--- src/fsr_pkg.sv ---
// shared constants, types and the countdown timer of the resource semaphore
// assumes a single 10 MHz core clock and one synchronous active-high reset

// ------------------------------------------------------------
// package
// ------------------------------------------------------------
package fsr_pkg;
  localparam int CLK_HZ       = 10_000_000;
  localparam int LOCK_TMO_MS  = 10;
  localparam int RETRY_MS     = 5;
  localparam int FORCE_MS     = 1000;
  localparam int TOKEN_MS     = 1000;
  localparam int LOCK_TMO_CYC = CLK_HZ / 1000 * LOCK_TMO_MS;
  localparam int RETRY_CYC    = CLK_HZ / 1000 * RETRY_MS;
  localparam int FORCE_CYC    = CLK_HZ / 1000 * FORCE_MS;
  localparam int TOKEN_CYC    = CLK_HZ / 1000 * TOKEN_MS;
  localparam int TMR_W        = 24;
  localparam int NUM_TMR      = 4;
  localparam int T_LOCK       = 0;
  localparam int T_RETRY      = 1;
  localparam int T_FORCE      = 2;
  localparam int T_TOKEN      = 3;

  localparam int MAX_RES      = 8;
  localparam int NRES_DEF     = 3;

  localparam logic [3:0] ADDR_SEM    = 4'h0;
  localparam logic [3:0] ADDR_OWN    = 4'h1;
  localparam logic [3:0] ADDR_TOKEN  = 4'h2;
  localparam logic [3:0] ADDR_RSTCNT = 4'h3;
  localparam logic [3:0] ADDR_MGMT   = 4'h4;
  localparam logic [3:0] ADDR_FWSTAT = 4'h5;

  localparam int SEM_IL_POS    = 0;
  localparam int OWN_SW_LSB    = 0;
  localparam int OWN_FW_LSB    = 8;
  localparam int OWN_LOCK_POS  = 31;
  localparam int TOKEN_REQ_POS = 0;
  localparam int MGMT_PATH_POS = 0;
  localparam int MGMT_RX_POS   = 1;
  localparam int FWSTAT_CMD_LSB = 8;

  localparam logic [31:0] RSTCNT_RST = 32'h0000_0000;
  localparam logic [15:0] MAX_BUF_LEN = 16'h0400;
  localparam logic [24:0] SR_LIMIT_DEF     = 25'h000_8000;
  localparam logic [24:0] SR_WR_LO_DEF     = 25'h000_0100;
  localparam logic [24:0] FLASH_WR_END_DEF = 25'h080_0000;

  localparam logic [7:0] CMD_FLASH_RD  = 8'h01;
  localparam logic [7:0] CMD_SR_RD     = 8'h02;
  localparam logic [7:0] CMD_FLASH_WR  = 8'h03;
  localparam logic [7:0] CMD_SR_WR     = 8'h04;
  localparam logic [7:0] CMD_MOD_UPD   = 8'h05;
  localparam logic [7:0] CMD_APPLY     = 8'h06;
  localparam logic [7:0] CMD_ERASE     = 8'h07;
  localparam logic [7:0] CMD_RX_DIS    = 8'h08;
  localparam logic [7:0] CMD_TOKEN_REQ = 8'h09;
  localparam logic [7:0] CMD_TOKEN_REL = 8'h0a;

  typedef struct packed {
    logic [7:0]  code;
    logic [7:0]  len_msb;
    logic [7:0]  len_lsb;
    logic [23:0] addr;
  } fsr_cmd_t;

  typedef struct packed {
    logic err;
    logic from_flash;
  } fsr_resp_t;

  typedef enum logic [7:0] {
    S_IDLE  = 8'b0000_0001,
    S_POLL  = 8'b0000_0010,
    S_CHECK = 8'b0000_0100,
    S_WAIT  = 8'b0000_1000,
    S_OWN   = 8'b0001_0000,
    S_RPOLL = 8'b0010_0000,
    S_RCLR  = 8'b0100_0000,
    S_BACK  = 8'b1000_0000
  } fsr_sem_state_t;

  typedef enum logic [3:0] {
    C_IDLE = 4'b0001,
    C_CLRP = 4'b0010,
    C_CLRR = 4'b0100,
    C_REST = 4'b1000
  } fsr_cmd_state_t;
endpackage

// ------------------------------------------------------------
// countdown timer
// ------------------------------------------------------------
module fsr_timer import fsr_pkg::*; #(
  parameter int W = TMR_W
) (
  // clock and control
  input  wire logic         core_clk,
  input  wire logic         reset,
  input  wire logic         clk_en,
  // timer control
  input  wire logic         start,
  input  wire logic         stop,
  input  wire logic [W-1:0] load,
  // status
  output logic              expired
);
  logic [W-1:0] cnt_reg;
  logic [W-1:0] cnt_next;
  logic         run_reg;
  logic         run_next;

  always_comb begin
    cnt_next = cnt_reg;
    run_next = run_reg;
    if (stop) begin
      run_next = 1'b0;
    end else if (start) begin
      cnt_next = load;
      run_next = 1'b1;
    end else if (run_reg && cnt_reg != '0) begin
      cnt_next = cnt_reg - 1'b1;
    end
  end

  always_ff @(posedge core_clk) begin
    if (reset) begin
      cnt_reg <= '0;
      run_reg <= 1'b0;
    end else if (clk_en) begin
      cnt_reg <= cnt_next;
      run_reg <= run_next;
    end
  end

  // level until restarted or stopped
  assign expired = run_reg && cnt_reg == '0;
endmodule

--- src/fsr_semaphore_top.sv ---
// software/firmware shared-resource semaphore with firmware command handling
// assumes register master and command source on core_clk; no pin inputs

module fsr_semaphore_top import fsr_pkg::*; #(
  parameter int          NRES         = NRES_DEF,
  parameter int          LOCK_TMO_CYC_P = LOCK_TMO_CYC,
  parameter int          RETRY_CYC_P  = RETRY_CYC,
  parameter int          FORCE_CYC_P  = FORCE_CYC,
  parameter int          TOKEN_CYC_P  = TOKEN_CYC,
  parameter logic [24:0] SR_LIMIT     = SR_LIMIT_DEF,
  parameter logic [24:0] SR_WR_LO     = SR_WR_LO_DEF,
  parameter logic [24:0] FLASH_WR_END = FLASH_WR_END_DEF
) (
  // clock and control
  input  wire logic            core_clk,
  input  wire logic            reset,
  input  wire logic            clk_en,
  // register port
  input  wire logic [3:0]      reg_addr,
  input  wire logic [31:0]     reg_wdata,
  input  wire logic            reg_wr,
  input  wire logic            reg_rd,
  output logic [31:0]          reg_rdata,
  // firmware resource requests
  input  wire logic            fw_req,
  input  wire logic [NRES-1:0] fw_req_mask,
  input  wire logic            fw_rel,
  output logic                 fw_grant,
  output logic                 fw_busy,
  // firmware command port
  input  wire logic            cmd_valid,
  input  wire fsr_cmd_t        cmd,
  output logic                 cmd_ready,
  output logic                 resp_valid,
  output fsr_resp_t            resp,
  output logic                 fw_reset_pulse,
  // management path controls
  output logic                 host_to_mgmt_path,
  output logic                 receive_enable_bit
);

  // ------------------------------------------------------------
  // parameter checks
  // ------------------------------------------------------------
  if (NRES < 1 || NRES > MAX_RES) begin : g_bad_nres
    $error("NRES out of range");
  end
  if (LOCK_TMO_CYC_P < 1 || RETRY_CYC_P < 1 || FORCE_CYC_P < 1 || TOKEN_CYC_P < 1 ||
      LOCK_TMO_CYC_P >= 2**TMR_W || RETRY_CYC_P >= 2**TMR_W ||
      FORCE_CYC_P >= 2**TMR_W || TOKEN_CYC_P >= 2**TMR_W) begin : g_bad_cyc
    $error("timer count out of range");
  end

  // ------------------------------------------------------------
  // decode and timers
  // ------------------------------------------------------------
  logic sem_rd;
  logic sem_wr;
  logic own_wr;
  logic tok_wr;
  logic mgmt_wr;
  assign sem_rd  = reg_rd && reg_addr == ADDR_SEM;
  assign sem_wr  = reg_wr && reg_addr == ADDR_SEM;
  assign own_wr  = reg_wr && reg_addr == ADDR_OWN;
  assign tok_wr  = reg_wr && reg_addr == ADDR_TOKEN;
  assign mgmt_wr = reg_wr && reg_addr == ADDR_MGMT;

  logic [NUM_TMR-1:0] tmr_start;
  logic [NUM_TMR-1:0] tmr_stop;
  logic [NUM_TMR-1:0] tmr_exp;
  logic [TMR_W-1:0]   tmr_load [NUM_TMR];
  logic lock_start;
  logic retry_start;
  logic force_start;
  logic force_stop;
  logic tok_start;
  logic tok_stop;
  assign tmr_start = {tok_start, force_start, retry_start, lock_start};
  assign tmr_stop  = {tok_stop, force_stop, 1'b0, 1'b0};
  assign tmr_load[T_LOCK]  = TMR_W'(LOCK_TMO_CYC_P);
  assign tmr_load[T_RETRY] = TMR_W'(RETRY_CYC_P);
  assign tmr_load[T_FORCE] = TMR_W'(FORCE_CYC_P);
  assign tmr_load[T_TOKEN] = TMR_W'(TOKEN_CYC_P);

  for (genvar i = 0; i < NUM_TMR; i++) begin : g_tmr
    fsr_timer #(.W(TMR_W)) u_tmr (
      .core_clk (core_clk),
      .reset    (reset),
      .clk_en   (clk_en),
      .start    (tmr_start[i]),
      .stop     (tmr_stop[i]),
      .load     (tmr_load[i]),
      .expired  (tmr_exp[i])
    );
  end

  // ------------------------------------------------------------
  // interlock and ownership registers, firmware semaphore engine
  // ------------------------------------------------------------
  fsr_sem_state_t  state_reg;
  fsr_sem_state_t  state_next;
  logic [NRES-1:0] req_reg;
  logic [NRES-1:0] req_next;
  logic [NRES-1:0] sw_bits_reg;
  logic [NRES-1:0] sw_next;
  logic [NRES-1:0] fw_bits_reg;
  logic [NRES-1:0] fw_next;
  logic            lock_reg;
  logic            lock_next;
  logic            il_reg;
  logic            il_next;

  always_comb begin
    state_next  = state_reg;
    req_next    = req_reg;
    sw_next     = sw_bits_reg;
    fw_next     = fw_bits_reg;
    lock_next   = lock_reg;
    il_next     = il_reg;
    lock_start  = 1'b0;
    retry_start = 1'b0;
    force_start = 1'b0;
    force_stop  = 1'b0;
    if (sem_rd && !il_reg) begin
      il_next = 1'b1;
    end
    if (sem_wr) begin
      il_next = reg_wdata[SEM_IL_POS];
    end
    unique case (state_reg)
      S_IDLE: begin
        if (fw_req && fw_req_mask != '0) begin
          req_next    = fw_req_mask;
          force_start = 1'b1;
          lock_start  = 1'b1;
          state_next  = S_POLL;
        end
      end
      S_POLL, S_RPOLL: begin
        // take free lock, or seize it on timeout
        if (!own_wr && (!lock_reg || tmr_exp[T_LOCK])) begin
          lock_next  = 1'b1;
          state_next = (state_reg == S_POLL) ? S_CHECK : S_RCLR;
        end
      end
      S_CHECK: begin
        if (!own_wr) begin
          lock_next = 1'b0;
          // claim where software bit clear, or force the claim when the force timer expires
          if ((sw_bits_reg & req_reg) == '0) begin
            fw_next    = fw_bits_reg | req_reg;
            force_stop = 1'b1;
            state_next = S_OWN;
          end else if (tmr_exp[T_FORCE]) begin
            sw_next    = sw_bits_reg & ~req_reg;
            fw_next    = fw_bits_reg | req_reg;
            force_stop = 1'b1;
            state_next = S_OWN;
          end else begin
            retry_start = 1'b1;
            state_next  = S_WAIT;
          end
        end
      end
      S_WAIT: begin
        if (tmr_exp[T_RETRY]) begin
          lock_start = 1'b1;
          state_next = S_POLL;
        end
      end
      S_OWN: begin
        if (fw_rel) begin
          lock_start = 1'b1;
          state_next = S_RPOLL;
        end
      end
      S_RCLR: begin
        // clear own bits, unlock, back off
        if (!own_wr) begin
          fw_next     = fw_bits_reg & ~req_reg;
          lock_next   = 1'b0;
          retry_start = 1'b1;
          state_next  = S_BACK;
        end
      end
      S_BACK: begin
        if (tmr_exp[T_RETRY]) begin
          state_next = S_IDLE;
        end
      end
    endcase
    // a software claim drops the firmware bit
    if (own_wr) begin
      sw_next   = reg_wdata[OWN_SW_LSB +: NRES];
      fw_next   = fw_next & ~reg_wdata[OWN_SW_LSB +: NRES];
      lock_next = reg_wdata[OWN_LOCK_POS];
    end
  end

  always_ff @(posedge core_clk) begin
    if (reset) begin
      state_reg   <= S_IDLE;
      req_reg     <= '0;
      fw_bits_reg <= '0;
      lock_reg    <= 1'b0;
      il_reg      <= 1'b0;
    end else if (clk_en) begin
      state_reg   <= state_next;
      req_reg     <= req_next;
      fw_bits_reg <= fw_next;
      lock_reg    <= lock_next;
      il_reg      <= il_next;
    end
  end

  always_ff @(posedge core_clk) begin
    if (clk_en) begin
      sw_bits_reg <= sw_next;
    end
  end

  assign fw_busy  = state_reg != S_IDLE;
  assign fw_grant = state_reg == S_OWN && (fw_bits_reg & req_reg) == req_reg;

  // ------------------------------------------------------------
  // command engine, token watchdog, management controls
  // ------------------------------------------------------------
  fsr_cmd_state_t cst_reg;
  fsr_cmd_state_t cst_next;
  logic        resp_valid_next;
  fsr_resp_t   resp_next;
  logic        fw_reset_next;
  logic        armed_reg;
  logic        armed_next;
  logic [31:0] rstcnt_reg;
  logic [31:0] rstcnt_next;
  logic        path_reg;
  logic        path_next;
  logic        rx_reg;
  logic        rx_next;
  logic        saved_reg;
  logic        saved_next;
  logic        tok_reg;
  logic        tok_next;
  logic [15:0] cmd_len;
  logic [24:0] cmd_end;
  logic        len_bad;

  // first length byte is the high part
  assign cmd_len   = {cmd.len_msb, cmd.len_lsb};
  assign cmd_end   = {1'b0, cmd.addr} + {9'h000, cmd_len};
  assign len_bad   = cmd_len > MAX_BUF_LEN;
  assign cmd_ready = cst_reg == C_IDLE;

  always_comb begin
    cst_next        = cst_reg;
    resp_valid_next = 1'b0;
    resp_next       = '0;
    fw_reset_next   = 1'b0;
    armed_next      = armed_reg;
    rstcnt_next     = rstcnt_reg;
    path_next       = path_reg;
    rx_next         = rx_reg;
    saved_next      = saved_reg;
    tok_next        = tok_reg;
    tok_start       = 1'b0;
    tok_stop        = 1'b0;
    unique case (cst_reg)
      C_IDLE: begin
        if (cmd_valid) begin
          armed_next      = 1'b0;
          resp_valid_next = 1'b1;
          resp_next.err   = len_bad;
          case (cmd.code)
            CMD_FLASH_RD: resp_next.from_flash = 1'b1;
            CMD_SR_RD: resp_next.err = len_bad || cmd_end > SR_LIMIT;
            CMD_FLASH_WR, CMD_ERASE: begin
              resp_next.err = len_bad || {1'b0, cmd.addr} < SR_LIMIT ||
                              cmd_end > FLASH_WR_END;
            end
            CMD_SR_WR: begin
              resp_next.err = len_bad || {1'b0, cmd.addr} < SR_WR_LO ||
                              cmd_end > SR_LIMIT;
            end
            CMD_MOD_UPD: begin
              resp_next.err = len_bad || cmd_len == 16'h0000;
              armed_next    = !resp_next.err;
            end
            CMD_APPLY: begin
              resp_valid_next = 1'b0;
              if (armed_reg) begin
                fw_reset_next = 1'b1;
                rstcnt_next   = rstcnt_reg + 32'h0000_0001;
              end
            end
            CMD_RX_DIS: begin
              resp_valid_next = 1'b0;
              saved_next      = path_reg;
              cst_next        = C_CLRP;
            end
            CMD_TOKEN_REQ: tok_start = 1'b1;
            CMD_TOKEN_REL: tok_stop  = 1'b1;
            default: resp_next.err = 1'b1;
          endcase
        end
      end
      C_CLRP: begin
        path_next = 1'b0;
        cst_next  = C_CLRR;
      end
      C_CLRR: begin
        rx_next  = 1'b0;
        cst_next = C_REST;
      end
      C_REST: begin
        path_next       = saved_reg;
        resp_valid_next = 1'b1;
        cst_next        = C_IDLE;
      end
    endcase
    // revoke request when token is kept
    if (tmr_exp[T_TOKEN]) begin
      tok_next = 1'b0;
      tok_stop = 1'b1;
    end
    if (tok_wr) begin
      tok_next = reg_wdata[TOKEN_REQ_POS];
    end
    if (mgmt_wr) begin
      path_next = reg_wdata[MGMT_PATH_POS];
      rx_next   = reg_wdata[MGMT_RX_POS];
    end
  end

  always_ff @(posedge core_clk) begin
    if (reset) begin
      cst_reg        <= C_IDLE;
      resp_valid     <= 1'b0;
      resp           <= '0;
      fw_reset_pulse <= 1'b0;
      armed_reg      <= 1'b0;
      rstcnt_reg     <= RSTCNT_RST;
      path_reg       <= 1'b0;
      rx_reg         <= 1'b0;
      saved_reg      <= 1'b0;
      tok_reg        <= 1'b0;
    end else if (clk_en) begin
      cst_reg        <= cst_next;
      resp_valid     <= resp_valid_next;
      resp           <= resp_next;
      fw_reset_pulse <= fw_reset_next;
      armed_reg      <= armed_next;
      rstcnt_reg     <= rstcnt_next;
      path_reg       <= path_next;
      rx_reg         <= rx_next;
      saved_reg      <= saved_next;
      tok_reg        <= tok_next;
    end
  end

  assign host_to_mgmt_path  = path_reg;
  assign receive_enable_bit = rx_reg;

  // ------------------------------------------------------------
  // read data, one cycle after the strobe
  // ------------------------------------------------------------
  logic [31:0] rd_mux;
  logic [31:0] own_word;

  // one pair of bits per resource
  always_comb begin
    own_word = '0;
    own_word[OWN_SW_LSB +: NRES] = sw_bits_reg;
    own_word[OWN_FW_LSB +: NRES] = fw_bits_reg;
    own_word[OWN_LOCK_POS]       = lock_reg;
    rd_mux = '0;
    unique case (reg_addr)
      ADDR_SEM:    rd_mux[SEM_IL_POS]    = il_reg;
      ADDR_OWN:    rd_mux                = own_word;
      ADDR_TOKEN:  rd_mux[TOKEN_REQ_POS] = tok_reg;
      ADDR_RSTCNT: rd_mux                = rstcnt_reg;
      ADDR_MGMT:   rd_mux[MGMT_RX_POS:MGMT_PATH_POS] = {rx_reg, path_reg};
      ADDR_FWSTAT: rd_mux[FWSTAT_CMD_LSB+3:0] = {cst_reg, state_reg};
      default:     rd_mux = '0;
    endcase
  end

  always_ff @(posedge core_clk) begin
    if (reset) begin
      reg_rdata <= '0;
    end else if (clk_en) begin
      reg_rdata <= reg_rd ? rd_mux : 32'h0000_0000;
    end
  end

  // ------------------------------------------------------------
  // assertions
  // ------------------------------------------------------------
  a_interlock_grant: assert property (@(posedge core_clk) disable iff (reset)
    clk_en && sem_rd && !il_reg |=> il_reg && reg_rdata[SEM_IL_POS] == 1'b0)
    else $error("interlock not granted on zero read");

  a_interlock_free: assert property (@(posedge core_clk) disable iff (reset)
    clk_en && sem_wr && !reg_wdata[SEM_IL_POS] |=> !il_reg)
    else $error("interlock not freed by zero write");

  a_pair_exclusive: assert property (@(posedge core_clk) disable iff (reset)
    state_reg == S_OWN |-> (sw_bits_reg & fw_bits_reg) == '0)
    else $error("both bits of a pair set");

  a_lock_seize: assert property (@(posedge core_clk) disable iff (reset)
    clk_en && state_reg == S_POLL && lock_reg && tmr_exp[T_LOCK] && !own_wr
    |=> state_reg == S_CHECK && lock_reg)
    else $error("lock not seized on timeout");

  a_claim_busy: assert property (@(posedge core_clk) disable iff (reset)
    clk_en && state_reg == S_CHECK && !own_wr && (sw_bits_reg & req_reg) != '0 &&
    !tmr_exp[T_FORCE] |=> state_reg == S_WAIT && !lock_reg && (fw_bits_reg & req_reg) == '0)
    else $error("firmware claimed a software-owned resource");

  a_force_own: assert property (@(posedge core_clk) disable iff (reset)
    clk_en && state_reg == S_CHECK && !own_wr && tmr_exp[T_FORCE]
    |=> (sw_bits_reg & req_reg) == '0 && fw_grant)
    else $error("ownership not forced");

  a_release_back: assert property (@(posedge core_clk) disable iff (reset)
    clk_en && state_reg == S_RCLR && !own_wr
    |=> state_reg == S_BACK && !lock_reg && (fw_bits_reg & req_reg) == '0)
    else $error("release left bits or lock set");

  a_token_revoke: assert property (@(posedge core_clk) disable iff (reset)
    clk_en && tmr_exp[T_TOKEN] && !tok_wr |=> !tok_reg)
    else $error("token request not revoked");

  a_apply_gate: assert property (@(posedge core_clk) disable iff (reset)
    clk_en && cmd_ready && cmd_valid && cmd.code == CMD_APPLY
    |=> fw_reset_pulse == $past(armed_reg) && !resp_valid)
    else $error("activation gating wrong");

  a_rx_flow: assert property (@(posedge core_clk) disable iff (reset)
    clk_en && cmd_ready && cmd_valid && cmd.code == CMD_RX_DIS && !mgmt_wr
    ##1 clk_en && !mgmt_wr ##1 clk_en && !mgmt_wr ##1 clk_en && !mgmt_wr
    |=> resp_valid && host_to_mgmt_path == $past(saved_reg) && !receive_enable_bit)
    else $error("receive disable flow wrong");

  a_len_limit: assert property (@(posedge core_clk) disable iff (reset)
    clk_en && cmd_ready && cmd_valid && len_bad && cmd.code != CMD_APPLY &&
    cmd.code != CMD_RX_DIS |=> resp_valid && resp.err)
    else $error("oversize length accepted");

  a_flash_src: assert property (@(posedge core_clk) disable iff (reset)
    clk_en && cmd_ready && cmd_valid && cmd.code == CMD_FLASH_RD |=> resp.from_flash)
    else $error("flash read not from flash");
endmodule

--- config.mk ---
export PLATFORM = sky130hd
export DESIGN_NAME = fsr_semaphore_top
export DESIGN_NICKNAME = d
export VERILOG_FILES = /design/src/fsr_pkg.sv /design/src/fsr_semaphore_top.sv
export SDC_FILE = /design/constraint.sdc
export NUM_CORES = 1
export LEC_CHECK = 0
export ABC_AREA = 1
export BUFFER_PORTS_ARGS = -buffer_cell sky130_fd_sc_hd__buf_2
export CORE_MARGIN = 2
export CORE_UTILIZATION = 54
export CTS_CLUSTER_DIAMETER = 40
export DETAILED_ROUTE_END_ITERATION = 8
export GPL_TIMING_DRIVEN = 0
export MAX_ROUTING_LAYER = met4
export PLACE_DENSITY = 0.77
export SLEW_MARGIN = 20
export SYNTH_ARGS = -nofsm -noshare
export SYNTH_HDL_FRONTEND = slang
export SYNTH_SLANG_ARGS = --single-unit
--- constraint.sdc ---
create_clock -name core_clk -period 2.2 [get_ports core_clk]
set_clock_uncertainty 0.1 [all_clocks]
set_input_delay 0.22 -clock core_clk [delete_from_list [all_inputs] [get_ports core_clk]]
set_output_delay 0.22 -clock core_clk [all_outputs]
set_load 0.01 [all_outputs]
==> flow_metrics.py, run 1 <==
metrics = {
    "cells_and_area": {
        "multiInputGateArea_mm2": 0.008289,
        "filler_cell_count": 1705,
        "final_common_cell": "nand2_1",
        "regArea_mm2": 0.004006,
        "drive_gt1_frac": 0.2795,
        "largest_register_ff_count": 96,
        "nNetsFinal": 2272,
        "final_area_mm2": 0.01604,
        "layout.core_utilization": 0.7351,
        "synthToLayoutAreaGrowth_pct": 33.52,
        "mostFrequentLayoutCells": "nand2_1, inv_1, nor2_1",
    },
    "pwr": {
        "p_leak_uw": 0.007151,
        "ir_drop_v": 0.0005070,
        "powerDensity_mw_per_mm2": 660.3,
        "power_uw": 10590,
    },
    "synthesis": {
        "synth-async-reset-ratio": 0,
        "synth_top_family_by_area": "simple AND/OR/NAND/NOR gates",
        "muxShareOfSynthArea": 0,
        "synth_xor_area_frac": 0.03062,
        "synth_edf_count": 3,
        "synth_seq_cells": 196,
        "yosysWarningCount": 0,
        "syn_area_mm2": 0.01201,
        "syn_inst": 1913,
        "synth-main-ff-cell": "dfxtp_1",
        "yosys.area_share.simple": 0.3780,
        "syn-mean-instance-area_um2": 6.280,
        "seq_area_frac_synth": 0.3291,
        "netlist-cell-type-count": 52,
        "synthAdderAreaFrac": 0.02354,
        "synth_compound_area_frac": 0.1418,
        "synthesis.nets": 2030,
    },
    "critical_path": {
        "critPathArrivalTime_ns": 2.74,
        "slowest_delay_ns": 0.35,
        "crit_cells": 13,
        "critPathTopFamily": "simple AND/OR/NAND/NOR gates",
        "reg2reg_depth": 13,
        "worstPathRequired_ns": 2.47,
        "worstSetupStartpointType": "flip-flop",
        "critPathKind": "flip-flop to flip-flop",
        "cp.buffers_inverters": 2,
        "crit_path_cell_trace": "nor2_2 > nand2_4 > nor3_4 > nand3_2 > nor2_4 > buf_6 > nor2_4 > nor4_4 > nand2_2 > buf_6 > a21oi_4 > nand2_1 > a21oi_1",
        "crit_slowest_cell": "dfxtp_2",
        "endpoint_kind": "flip-flop",
        "critical_path.max_fanout": 5,
    },
    "placed_design": {
        "gp_congestion": 0.9657,
        "port-buffer-count": 106,
        "place_area_mm2": 0.01291,
        "post-place-ws_ns": -0.5748,
        "dp.final_hpwl_mm": 26.56,
    },
    "clocking": {
        "cts_tree": "yes",
        "clk_latency_ns": 0.45,
        "clock-sinks": 196,
        "path_clk_slew_ns": 0.08,
        "cts_root_buffer": "clkbuf_16",
        "cts_buffers": 17,
        "h-tree-depth": 4,
        "cts_buffer_depth": 2,
    },
    "global_route": {
        "grt_util_all_layers": 0.3173,
        "grt_max_degree": 22,
        "antenna_found_initial": 0,
        "grt_first_pass_wirelength_mm": 60.05,
        "grt_pass1_vias": 12620,
        "overflow": 0,
    },
    "worst_hold_path": {
        "timing.hold.worst.class": "input pin to flip-flop",
        "holdPathStages": 3,
    },
    "die": {
        "io-pin-count": 136,
        "rows": 54,
        "die_h_um": 153.2,
        "die_w_um": 153.2,
        "initial_core_util": 0.5505,
        "core_mm2": 0.02182,
        "dieArea_mm2": 0.02346,
    },
    "drt": {
        "routed_via_density": 5.742,
        "drtIter0Drc": 1040,
        "ant_nets": 0,
        "wirelength_mm": 40.45,
        "drtPass1Iterations": 7,
        "dr_total_vias": 14060,
        "post_drt_wl_per_cell_um": 16.52,
        "route.detailed.drc": 0,
    },
    "flow_run": {
        "cap_violations": 0,
    },
    "sta": {
        "rsz0062_at_grt": "true",
        "worstMarginPinSlew_ns": 0.8951,
        "setup_slack_ns": -0.2699,
        "hold_viol": 0,
        "fin_crit_sh": 1.123,
        "fmax_ghz": 0.4049,
        "relSlewSlack": 0.4033,
        "min_period_ns": 2.470,
        "setup_viol": 82,
        "finalMaxSlewViolations": 0,
    },
    "status": {
        "violations": "setup timing",
        "status": "finished, violations left",
    },
}
## power by group
group / internal (uW) / leakage (uW) / total [uW] / switching (uW)
sequential: 3720 / 0.00160 / 3930 / 212
combinational: 1330 / 0.00526 / 3480 / 2160
clock: 1550 / 0.000290 / 3180 / 1630
total: 6590 / 0.00715 / 10600 / 4000
## stage by stage
stage / instances / hold slack, ns / setup TNS [ns]
floorplan: 1913 / 0.2814 / -0.04287
finish: 2449 / 0.0002994 / -9.252
global placement: 2299 / 0.3500 / -42.57
CTS: 2397 / 0.005905 / -7.031
global route: 2448 / -0.005022 / -20.82
detailed placement: 2299 / 0.3523 / -47.29
## worst reg2reg max path, cell delays in order, from the launching register on
cell     delay [ns]
dfxtp_2        0.35
nor2_2         0.19
nand2_4        0.09
nor3_4         0.23
nand3_2        0.16
nor2_4         0.16
buf_6          0.12
nor2_4         0.03
nor4_4         0.27
nand2_2        0.17
buf_6          0.17
a21oi_4        0.14
nand2_1        0.08
a21oi_1        0.13
## what timing repair did
action,4_1_cts,5_1_grt
hold endpoints to repair,2,0
buffers inserted,60,55
gates resized for setup,205,278
pin swaps,49,113
endpoints found under the setup margin,139,135
gates cloned,6,1
hold buffers,2,0
## metal layers
metal  wire length, um  GRT usage  vias to the layer above
met1             16040     0.3887                     6511
met5                 0          -                        -
met3              2886    0.04366                      159
li1                  -          -                     6748
met2             19850     0.5366                      645
met4              1666     0.1107                        0
## cell usage after synthesis (9+ instances only)
cell	number	area share
nor3_1	48	0.020
o22ai_1	10	0.0052
clkbuf_1	29	0.0091
ha_1	21	0.022
or2_2	9	0.0047
nor2_2	13	0.0068
xnor2_1	10	0.0073
dfxtp_1	193	0.32
o21a_1	11	0.0069
nand3_1	101	0.042
nand4_1	37	0.019
nand3b_1	9	0.0056
inv_1	264	0.082
nand2_1	473	0.15
a211oi_1	9	0.0056
a31oi_1	17	0.0089
xor2_1	32	0.023
nor2_1	279	0.087
o21ai_0	82	0.034
a21oi_1	163	0.068
nor4_1	32	0.017
## final timing paths
path / start / end / slack [ns]
worst max-delay path: g_tmr[1].u_tmr.cnt_reg[9] / state_reg[3] / -0.27
worst min-delay path: reg_rd / reg_rdata[0] / 0.0003
worst max register to register: g_tmr[1].u_tmr.cnt_reg[9] / state_reg[3] / -0.27
worst min register to register: reg_rdata[14] / reg_rdata[14] / 0.36
## cell families after synthesis
group	after synthesis
DFF	196
AOI/OAI and AO/OA	311
adders and majority gates	22
and+or+nand+nor	1035
buffers and inverters	307
xor gates and xnor gates	42
## layout make-up
cell class | instances | share of cell area
Antenna cell | 1 | 0.0001560
Clock buffer | 17 | 0.02652
Tap cell | 280 | 0.02184
Buffer | 36 | 0.01248
Clock inverter | 15 | 0.01076
Sequential cell | 196 | 0.2497
Inverter | 270 | 0.06622
Timing Repair inverter | 1 | 0.0004680
Multi-Input combinational cell | 1412 | 0.5167
Timing Repair Buffer | 221 | 0.09508
No activity file was read; power rests on OpenSTA's default activity.
==> run 2: changes to the inputs <==
Settings changed: SKIP_CTS_REPAIR_TIMING from default to 1.
==> run 2 against run 1 <==
Effect of this change: the flow still finishes with violations (setup timing); die area did not move; clock power barely moved; worst setup slack got worse by 0.13 ns; critical endpoint is now g_tmr[2].u_tmr.cnt_reg[8]; largest power group unchanged.
==> flow_metrics.py, run 2 (synthesis gave the netlist of run 1 again) <==
metrics = {
    "status": {
        "violations": "setup timing",
        "status": "finished, violations left",
    },
    "drt": {
        "drtIter0Drc": 1022,
        "drtPass1Iterations": 7,
        "routed_via_density": 5.667,
        "wirelength_mm": 39.10,
        "route.detailed.drc": 0,
        "dr_total_vias": 13780,
        "ant_nets": 0,
        "post_drt_wl_per_cell_um": 16.08,
    },
    "pwr": {
        "power_uw": 10430,
        "p_leak_uw": 0.007027,
        "ir_drop_v": 0.0004893,
        "powerDensity_mw_per_mm2": 664.5,
        "p_switching_uw": 3920,
        "sequentialPowerShare": 0.377,
        "comb_power_share": 0.319,
        "p_int_uw": 6511,
        "swShare": 0.3758,
        "p_clk_frac": 0.304,
    },
    "critical_path": {
        "slowest_delay_ns": 0.46,
        "critPathArrivalTime_ns": 2.84,
        "worstSetupStartpointType": "flip-flop",
        "crit_slowest_cell": "dfxtp_1",
        "timing.rr.end": "g_tmr[2].u_tmr.cnt_reg[8]",
        "worstPathRequired_ns": 2.44,
        "endpoint_kind": "flip-flop",
        "reg2reg_depth": 12,
        "crit_path_cell_trace": "inv_1 > nor4_4 > nand2_2 > nor2_4 > inv_1 > nand2_2 > nand2_8 > nor2_4 > nand2_1 > nor2_1 > o21ai_1 > a21oi_1",
        "critPathKind": "flip-flop to flip-flop",
        "rrSetupSlack_ns": -0.40,
        "crit-reg2reg-launch": "state_reg[0]",
        "critical_path.max_fanout": 7,
    },
    "global_route": {
        "grt_util_all_layers": 0.2960,
        "overflow": 0,
        "grt_first_pass_wirelength_mm": 55.92,
        "grt_pass1_vias": 11820,
        "antenna_found_initial": 0,
        "grt_max_degree": 22,
    },
    "die": {
        "rows": 54,
        "initial_core_util": 0.5505,
        "core_mm2": 0.02182,
        "die_w_um": 153.2,
        "io-pin-count": 136,
        "dieArea_mm2": 0.02346,
        "die_h_um": 153.2,
    },
    "worst_hold_path": {
        "timing.hold.worst.class": "input pin to flip-flop",
        "holdPathEnd": "reg_rdata[0]",
        "min_from": "reg_rd",
        "holdPathStages": 3,
    },
    "clocking": {
        "cts_buffer_depth": 2,
        "path_clk_slew_ns": 0.08,
        "clock-sinks": 196,
        "cts_tree": "yes",
        "h-tree-depth": 4,
        "clk_latency_ns": 0.45,
        "cts_root_buffer": "clkbuf_16",
        "cts_buffers": 17,
    },
    "sta": {
        "setup_slack_ns": -0.3996,
        "finalMaxSlewViolations": 0,
        "rsz0062_at_grt": "true",
        "worstMarginPinSlew_ns": 1.014,
        "min_period_ns": 2.600,
        "hold_viol": 0,
        "setup_viol": 97,
        "relSlewSlack": 0.3240,
        "hold_ws_ns": 0.009820,
        "fin_crit_sh": 1.182,
        "fmax_ghz": 0.3847,
    },
    "cells_and_area": {
        "final_common_cell": "nand2_1",
        "layout.core_utilization": 0.7193,
        "final_area_mm2": 0.01570,
        "filler_cell_count": 1767,
        "drive_gt1_frac": 0.2534,
        "largest_register_ff_count": 96,
        "nNetsFinal": 2255,
        "mostFrequentLayoutCells": "nand2_1, inv_1, nor2_1",
        "synthToLayoutAreaGrowth_pct": 30.66,
    },
    "placed_design": {
        "gp_congestion": 0.9657,
        "post-place-ws_ns": -0.5748,
        "port-buffer-count": 106,
        "dp.final_hpwl_mm": 26.56,
        "place_area_mm2": 0.01291,
    },
    "flow_run": {
        "cap_violations": 0,
    },
}
## run 2: changes by cell type in the layout (fill, tap and decap cells not counted), moves of 8 or more
cell / before / now
buf_4: 94 / 77
dfxtp_1: 161 / 170
dfxtp_2: 27 / 18
nand2_1: 408 / 419
nor2_1: 219 / 227
nor2_2: 37 / 28
## run 2: routing by layer
layer  track usage  routed length [um]  vias up
li1              -                   -     6700
met1        0.3726               15760     6381
met2        0.4994               19200      556
met3       0.03771                2659      144
met4       0.08554                1487        0
met5             -                   0        -
## run 2: how the worst max path moves through the flow
stage / slack, ns / cells past startpoint / start / to
final: -0.40 / 12 / state_reg[0] / g_tmr[2].u_tmr.cnt_reg[8]
after global routing: -0.48 / 12 / state_reg[0] / g_tmr[2].u_tmr.cnt_reg[8]
after CTS: -0.56 / 16 / g_tmr[2].u_tmr.cnt_reg[0] / g_tmr[1].u_tmr.cnt_reg[16]
after detailed placement: -0.57 / 10 / reg_addr[3] / sw_bits_reg[2]
after global placement: -0.57 / 10 / reg_addr[3] / sw_bits_reg[2]
after floorplan: -0.04 / 18 / g_tmr[2].u_tmr.cnt_reg[0] / g_tmr[1].u_tmr.cnt_reg[10]
## run 2: power groups by stage
stage / registers, uW / logic [uW] / clock network, uW
floorplan: 3920 / 1910 / 0
global placement: 3950 / 2470 / 0
detailed placement: 3960 / 2500 / 0
CTS: 3880 / 2510 / 3200
global route: 3950 / 3610 / 3350
finish: 3930 / 3330 / 3180
## run 2: through the flow
| stage | instances | setup TNS [ns] |
|---|---|---|
| 2_1_floorplan | 1913 | -0.04287 |
| 3_5_place_dp | 2299 | -47.29 |
| 6_report | 2432 | -17.37 |
| 3_3_place_gp | 2299 | -42.57 |
| 5_1_grt | 2431 | -28.07 |
| 4_1_cts | 2331 | -38.14 |
## run 2: worst max-delay path, delay by kind of cell, from the launching register on
| kind | cells | cell delay, ns |
|---|---|---|
| compound gates | 2 | 0.28 |
| buf+inv | 2 | 0.25 |
| flops | 1 | 0.46 |
| simple gates | 8 | 1.40 |
## run 2: cell type report
| type | count | area, um^2 | share of cell area |
|---|---|---|---|
| multi-input combinational | 1411 | 8125 | 0.5176 |
| sequential | 196 | 3995 | 0.2545 |
| timing repair buffer | 205 | 1371 | 0.08736 |
| inverter | 270 | 1054 | 0.06711 |
| clock buffer | 17 | 425.4 | 0.02710 |
| tap | 280 | 350.3 | 0.02232 |
| buffer | 37 | 201.4 | 0.01283 |
| clock inverter | 15 | 172.7 | 0.01100 |
| antenna | 1 | 2.502 | 0.0001594 |
==> run 3: changes to the inputs <==
Settings changed: CORE_UTILIZATION 54 to 60, PLACE_DENSITY 0.77 to 0.82, RECOVER_POWER from default to 50.
Clock period 2.2 ns to 2.4 ns, I/O delays scaled along.
==> run 3 against run 2 <==
Effect of this change: the run ends with DRC, setup timing left; critical path depth is the same; count of clock-buffer cells in the layout unchanged; largest power group unchanged; sequential power down 8.9%; worst setup slack better by 0.25 ns; via count down 1.6%; critical endpoint is now g_tmr[2].u_tmr.cnt_reg[23]; non-clock buffer count decreased by 44; final cell count down 2.5%; total power fell by 12%; wire length down 6.4%; combinational power is 18% lower; highest routed layer unchanged; hold slack worse by 0.0078 ns; design area is 7.4% lower.
==> flow_metrics.py, run 3 (synthesis gave the netlist of run 1 again) <==
metrics = {
    "critical_path": {
        "endpoint_kind": "flip-flop",
        "timing.critical_path.mode_cell": "nand2_1",
        "slowest_delay_ns": 0.38,
        "critPathArrivalTime_ns": 2.74,
        "crit-reg2reg-launch": "state_reg[4]",
        "critPathKind": "flip-flop to flip-flop",
        "crit_path_cell_trace": "nor2_2 > nand2_2 > nor4_4 > nand2_2 > nor2_4 > inv_1 > nand2_1 > nand2_4 > nor2_1 > nand2_1 > nand2_1 > a31oi_1",
        "reg2reg_depth": 12,
        "timing.rr.end": "g_tmr[2].u_tmr.cnt_reg[23]",
        "worstSetupStartpointType": "flip-flop",
        "crit_slowest_cell": "dfxtp_1",
        "worstPathRequired_ns": 2.59,
        "rrSetupSlack_ns": -0.15,
        "critical_path.max_fanout": 7,
    },
    "sta": {
        "hold_ws_ns": 0.001997,
        "finalMaxSlewViolations": 0,
        "worstMarginPinSlew_ns": 0.8694,
        "min_period_ns": 2.546,
        "relSlewSlack": 0.4204,
        "rsz0062_at_grt": "true",
        "fmax_ghz": 0.3927,
        "fin_crit_sh": 1.061,
        "setup_slack_ns": -0.1465,
        "hold_viol": 0,
        "tns_ns": -1.771,
        "setup_viol": 37,
    },
    "global_route": {
        "antenna_found_initial": 0,
        "gr-usage-met2": 0.5261,
        "grt_pass1_vias": 11730,
        "grt-busiest-layer": "met2",
        "grt_util_all_layers": 0.3185,
        "grt_max_degree": 22,
        "grt_first_pass_wirelength_mm": 54.72,
        "grt_use_met3": 0.04734,
        "use_met1": 0.4014,
        "overflow": 0,
    },
    "die": {
        "dieArea_mm2": 0.02117,
        "initial_core_util": 0.6153,
        "rows": 51,
        "die_w_um": 145.5,
        "core_mm2": 0.01953,
        "io-pin-count": 136,
        "die_h_um": 145.5,
    },
    "cells_and_area": {
        "largest_register_ff_count": 96,
        "filler_cell_count": 1613,
        "nNetsFinal": 2211,
        "final_common_cell": "nand2_1",
        "multiInputGateArea_mm2": 0.007482,
        "regArea_mm2": 0.003970,
        "drive_gt1_frac": 0.1561,
        "n_antenna_cell": 0,
        "mostFrequentLayoutCells": "nand2_1, inv_1, nor2_1",
        "layout.core_utilization": 0.7444,
        "synthToLayoutAreaGrowth_pct": 20.99,
    },
    "drt": {
        "wirelength_mm": 36.59,
        "dr_total_vias": 13560,
        "drtIter0Drc": 997,
        "drtPass1Iterations": 8,
        "post_drt_wl_per_cell_um": 15.43,
        "route.detailed.drc": 1,
        "ant_nets": 0,
        "routed_via_density": 5.717,
    },
    "placed_design": {
        "gp_congestion": 1.013,
        "post-place-ws_ns": -0.4061,
        "port-buffer-count": 106,
        "dp.final_hpwl_mm": 25.95,
    },
    "worst_hold_path": {
        "min_from": "reg_rd",
        "holdPathStages": 3,
        "holdPathEnd": "reg_rdata[0]",
        "timing.hold.worst.class": "input pin to flip-flop",
    },
    "clocking": {
        "cts_buffer_depth": 2,
        "clk_latency_ns": 0.46,
        "path_clk_slew_ns": 0.08,
        "clock-sinks": 196,
        "cts_buffers": 17,
        "cts_tree": "yes",
        "cts_root_buffer": "clkbuf_16",
        "h-tree-depth": 4,
    },
    "pwr": {
        "swShare": 0.3681,
        "p_int_uw": 5820,
        "p_switching_uw": 3391,
        "ir_drop_v": 0.0005439,
        "sequentialPowerShare": 0.389,
        "p_clk_frac": 0.316,
        "comb_power_share": 0.295,
        "powerDensity_mw_per_mm2": 633.7,
        "p_leak_uw": 0.006503,
    },
    "flow_run": {
        "cap_violations": 0,
    },
    "status": {
        "violations": "DRC, setup timing",
        "status": "finished, violations left",
    },
}
[run 3: cell count changes in the layout (fill, tap and decap cells not counted), sizes merged]
cell      delta
buf         -83
clkbuf      +39
clkinvlp     -2
diode        -1
inv          +2
[run 3: power groups by stage]
stage	combinational (uW)	sequential, uW	clock (uW)
2_1_floorplan	1740	3600	0
3_3_place_gp	2240	3620	0
3_5_place_dp	2270	3630	0
4_1_cts	2280	3560	2930
5_1_grt	3010	3600	3060
6_report	2720	3580	2910
[run 3: cell type report]
cell class / count / share of cell area
Inverter: 270 / 0.07059
Clock buffer: 17 / 0.02927
Buffer: 37 / 0.01334
Multi-Input combinational cell: 1411 / 0.5148
Timing Repair Buffer: 161 / 0.06387
Tap cell: 265 / 0.02281
Clock inverter: 15 / 0.01222
Sequential cell: 196 / 0.2731
[run 3: worst max-delay path by stage]
stage | from | to | slack (ns) | cells past startpoint
6_report | state_reg[4] | g_tmr[2].u_tmr.cnt_reg[23] | -0.15 | 12
5_1_grt | state_reg[4] | g_tmr[2].u_tmr.cnt_reg[23] | -0.25 | 12
4_1_cts | g_tmr[2].u_tmr.cnt_reg[0] | g_tmr[1].u_tmr.cnt_reg[16] | -0.43 | 16
3_5_place_dp | g_tmr[2].u_tmr.cnt_reg[0] | g_tmr[1].u_tmr.cnt_reg[10] | -0.41 | 18
3_3_place_gp | g_tmr[2].u_tmr.cnt_reg[0] | g_tmr[1].u_tmr.cnt_reg[10] | -0.36 | 18
2_1_floorplan | g_tmr[2].u_tmr.cnt_reg[0] | g_tmr[1].u_tmr.cnt_reg[10] | 0.08 | 18
[run 3: per-layer routing]
layer	part of all wire	routed length, um
met5	0	0
met4	0.037	1362
met3	0.080	2913
met2	0.48	17530
met1	0.40	14780
[run 3: worst max-delay path: cells and delay by family (launching register included)]
| kind | cells | cell delay, ns |
|---|---|---|
| AO/OA/AOI/OAI | 1 | 0.10 |
| flip-flops | 1 | 0.38 |
| buffers and inverters | 1 | 0.08 |
| AND/OR/NAND/NOR | 10 | 1.72 |
[run 3: stage by stage]
| stage | area (um^2) | std cells | power [uW] |
|---|---|---|---|
| after floorplan | 12010 | 1913 | 5337 |
| after global placement | 12880 | 2284 | 5861 |
| after detailed placement | 12880 | 2284 | 5899 |
| after CTS | 13480 | 2316 | 8771 |
| after global routing | 14540 | 2372 | 9675 |
| final | 14540 | 2372 | 9211 |
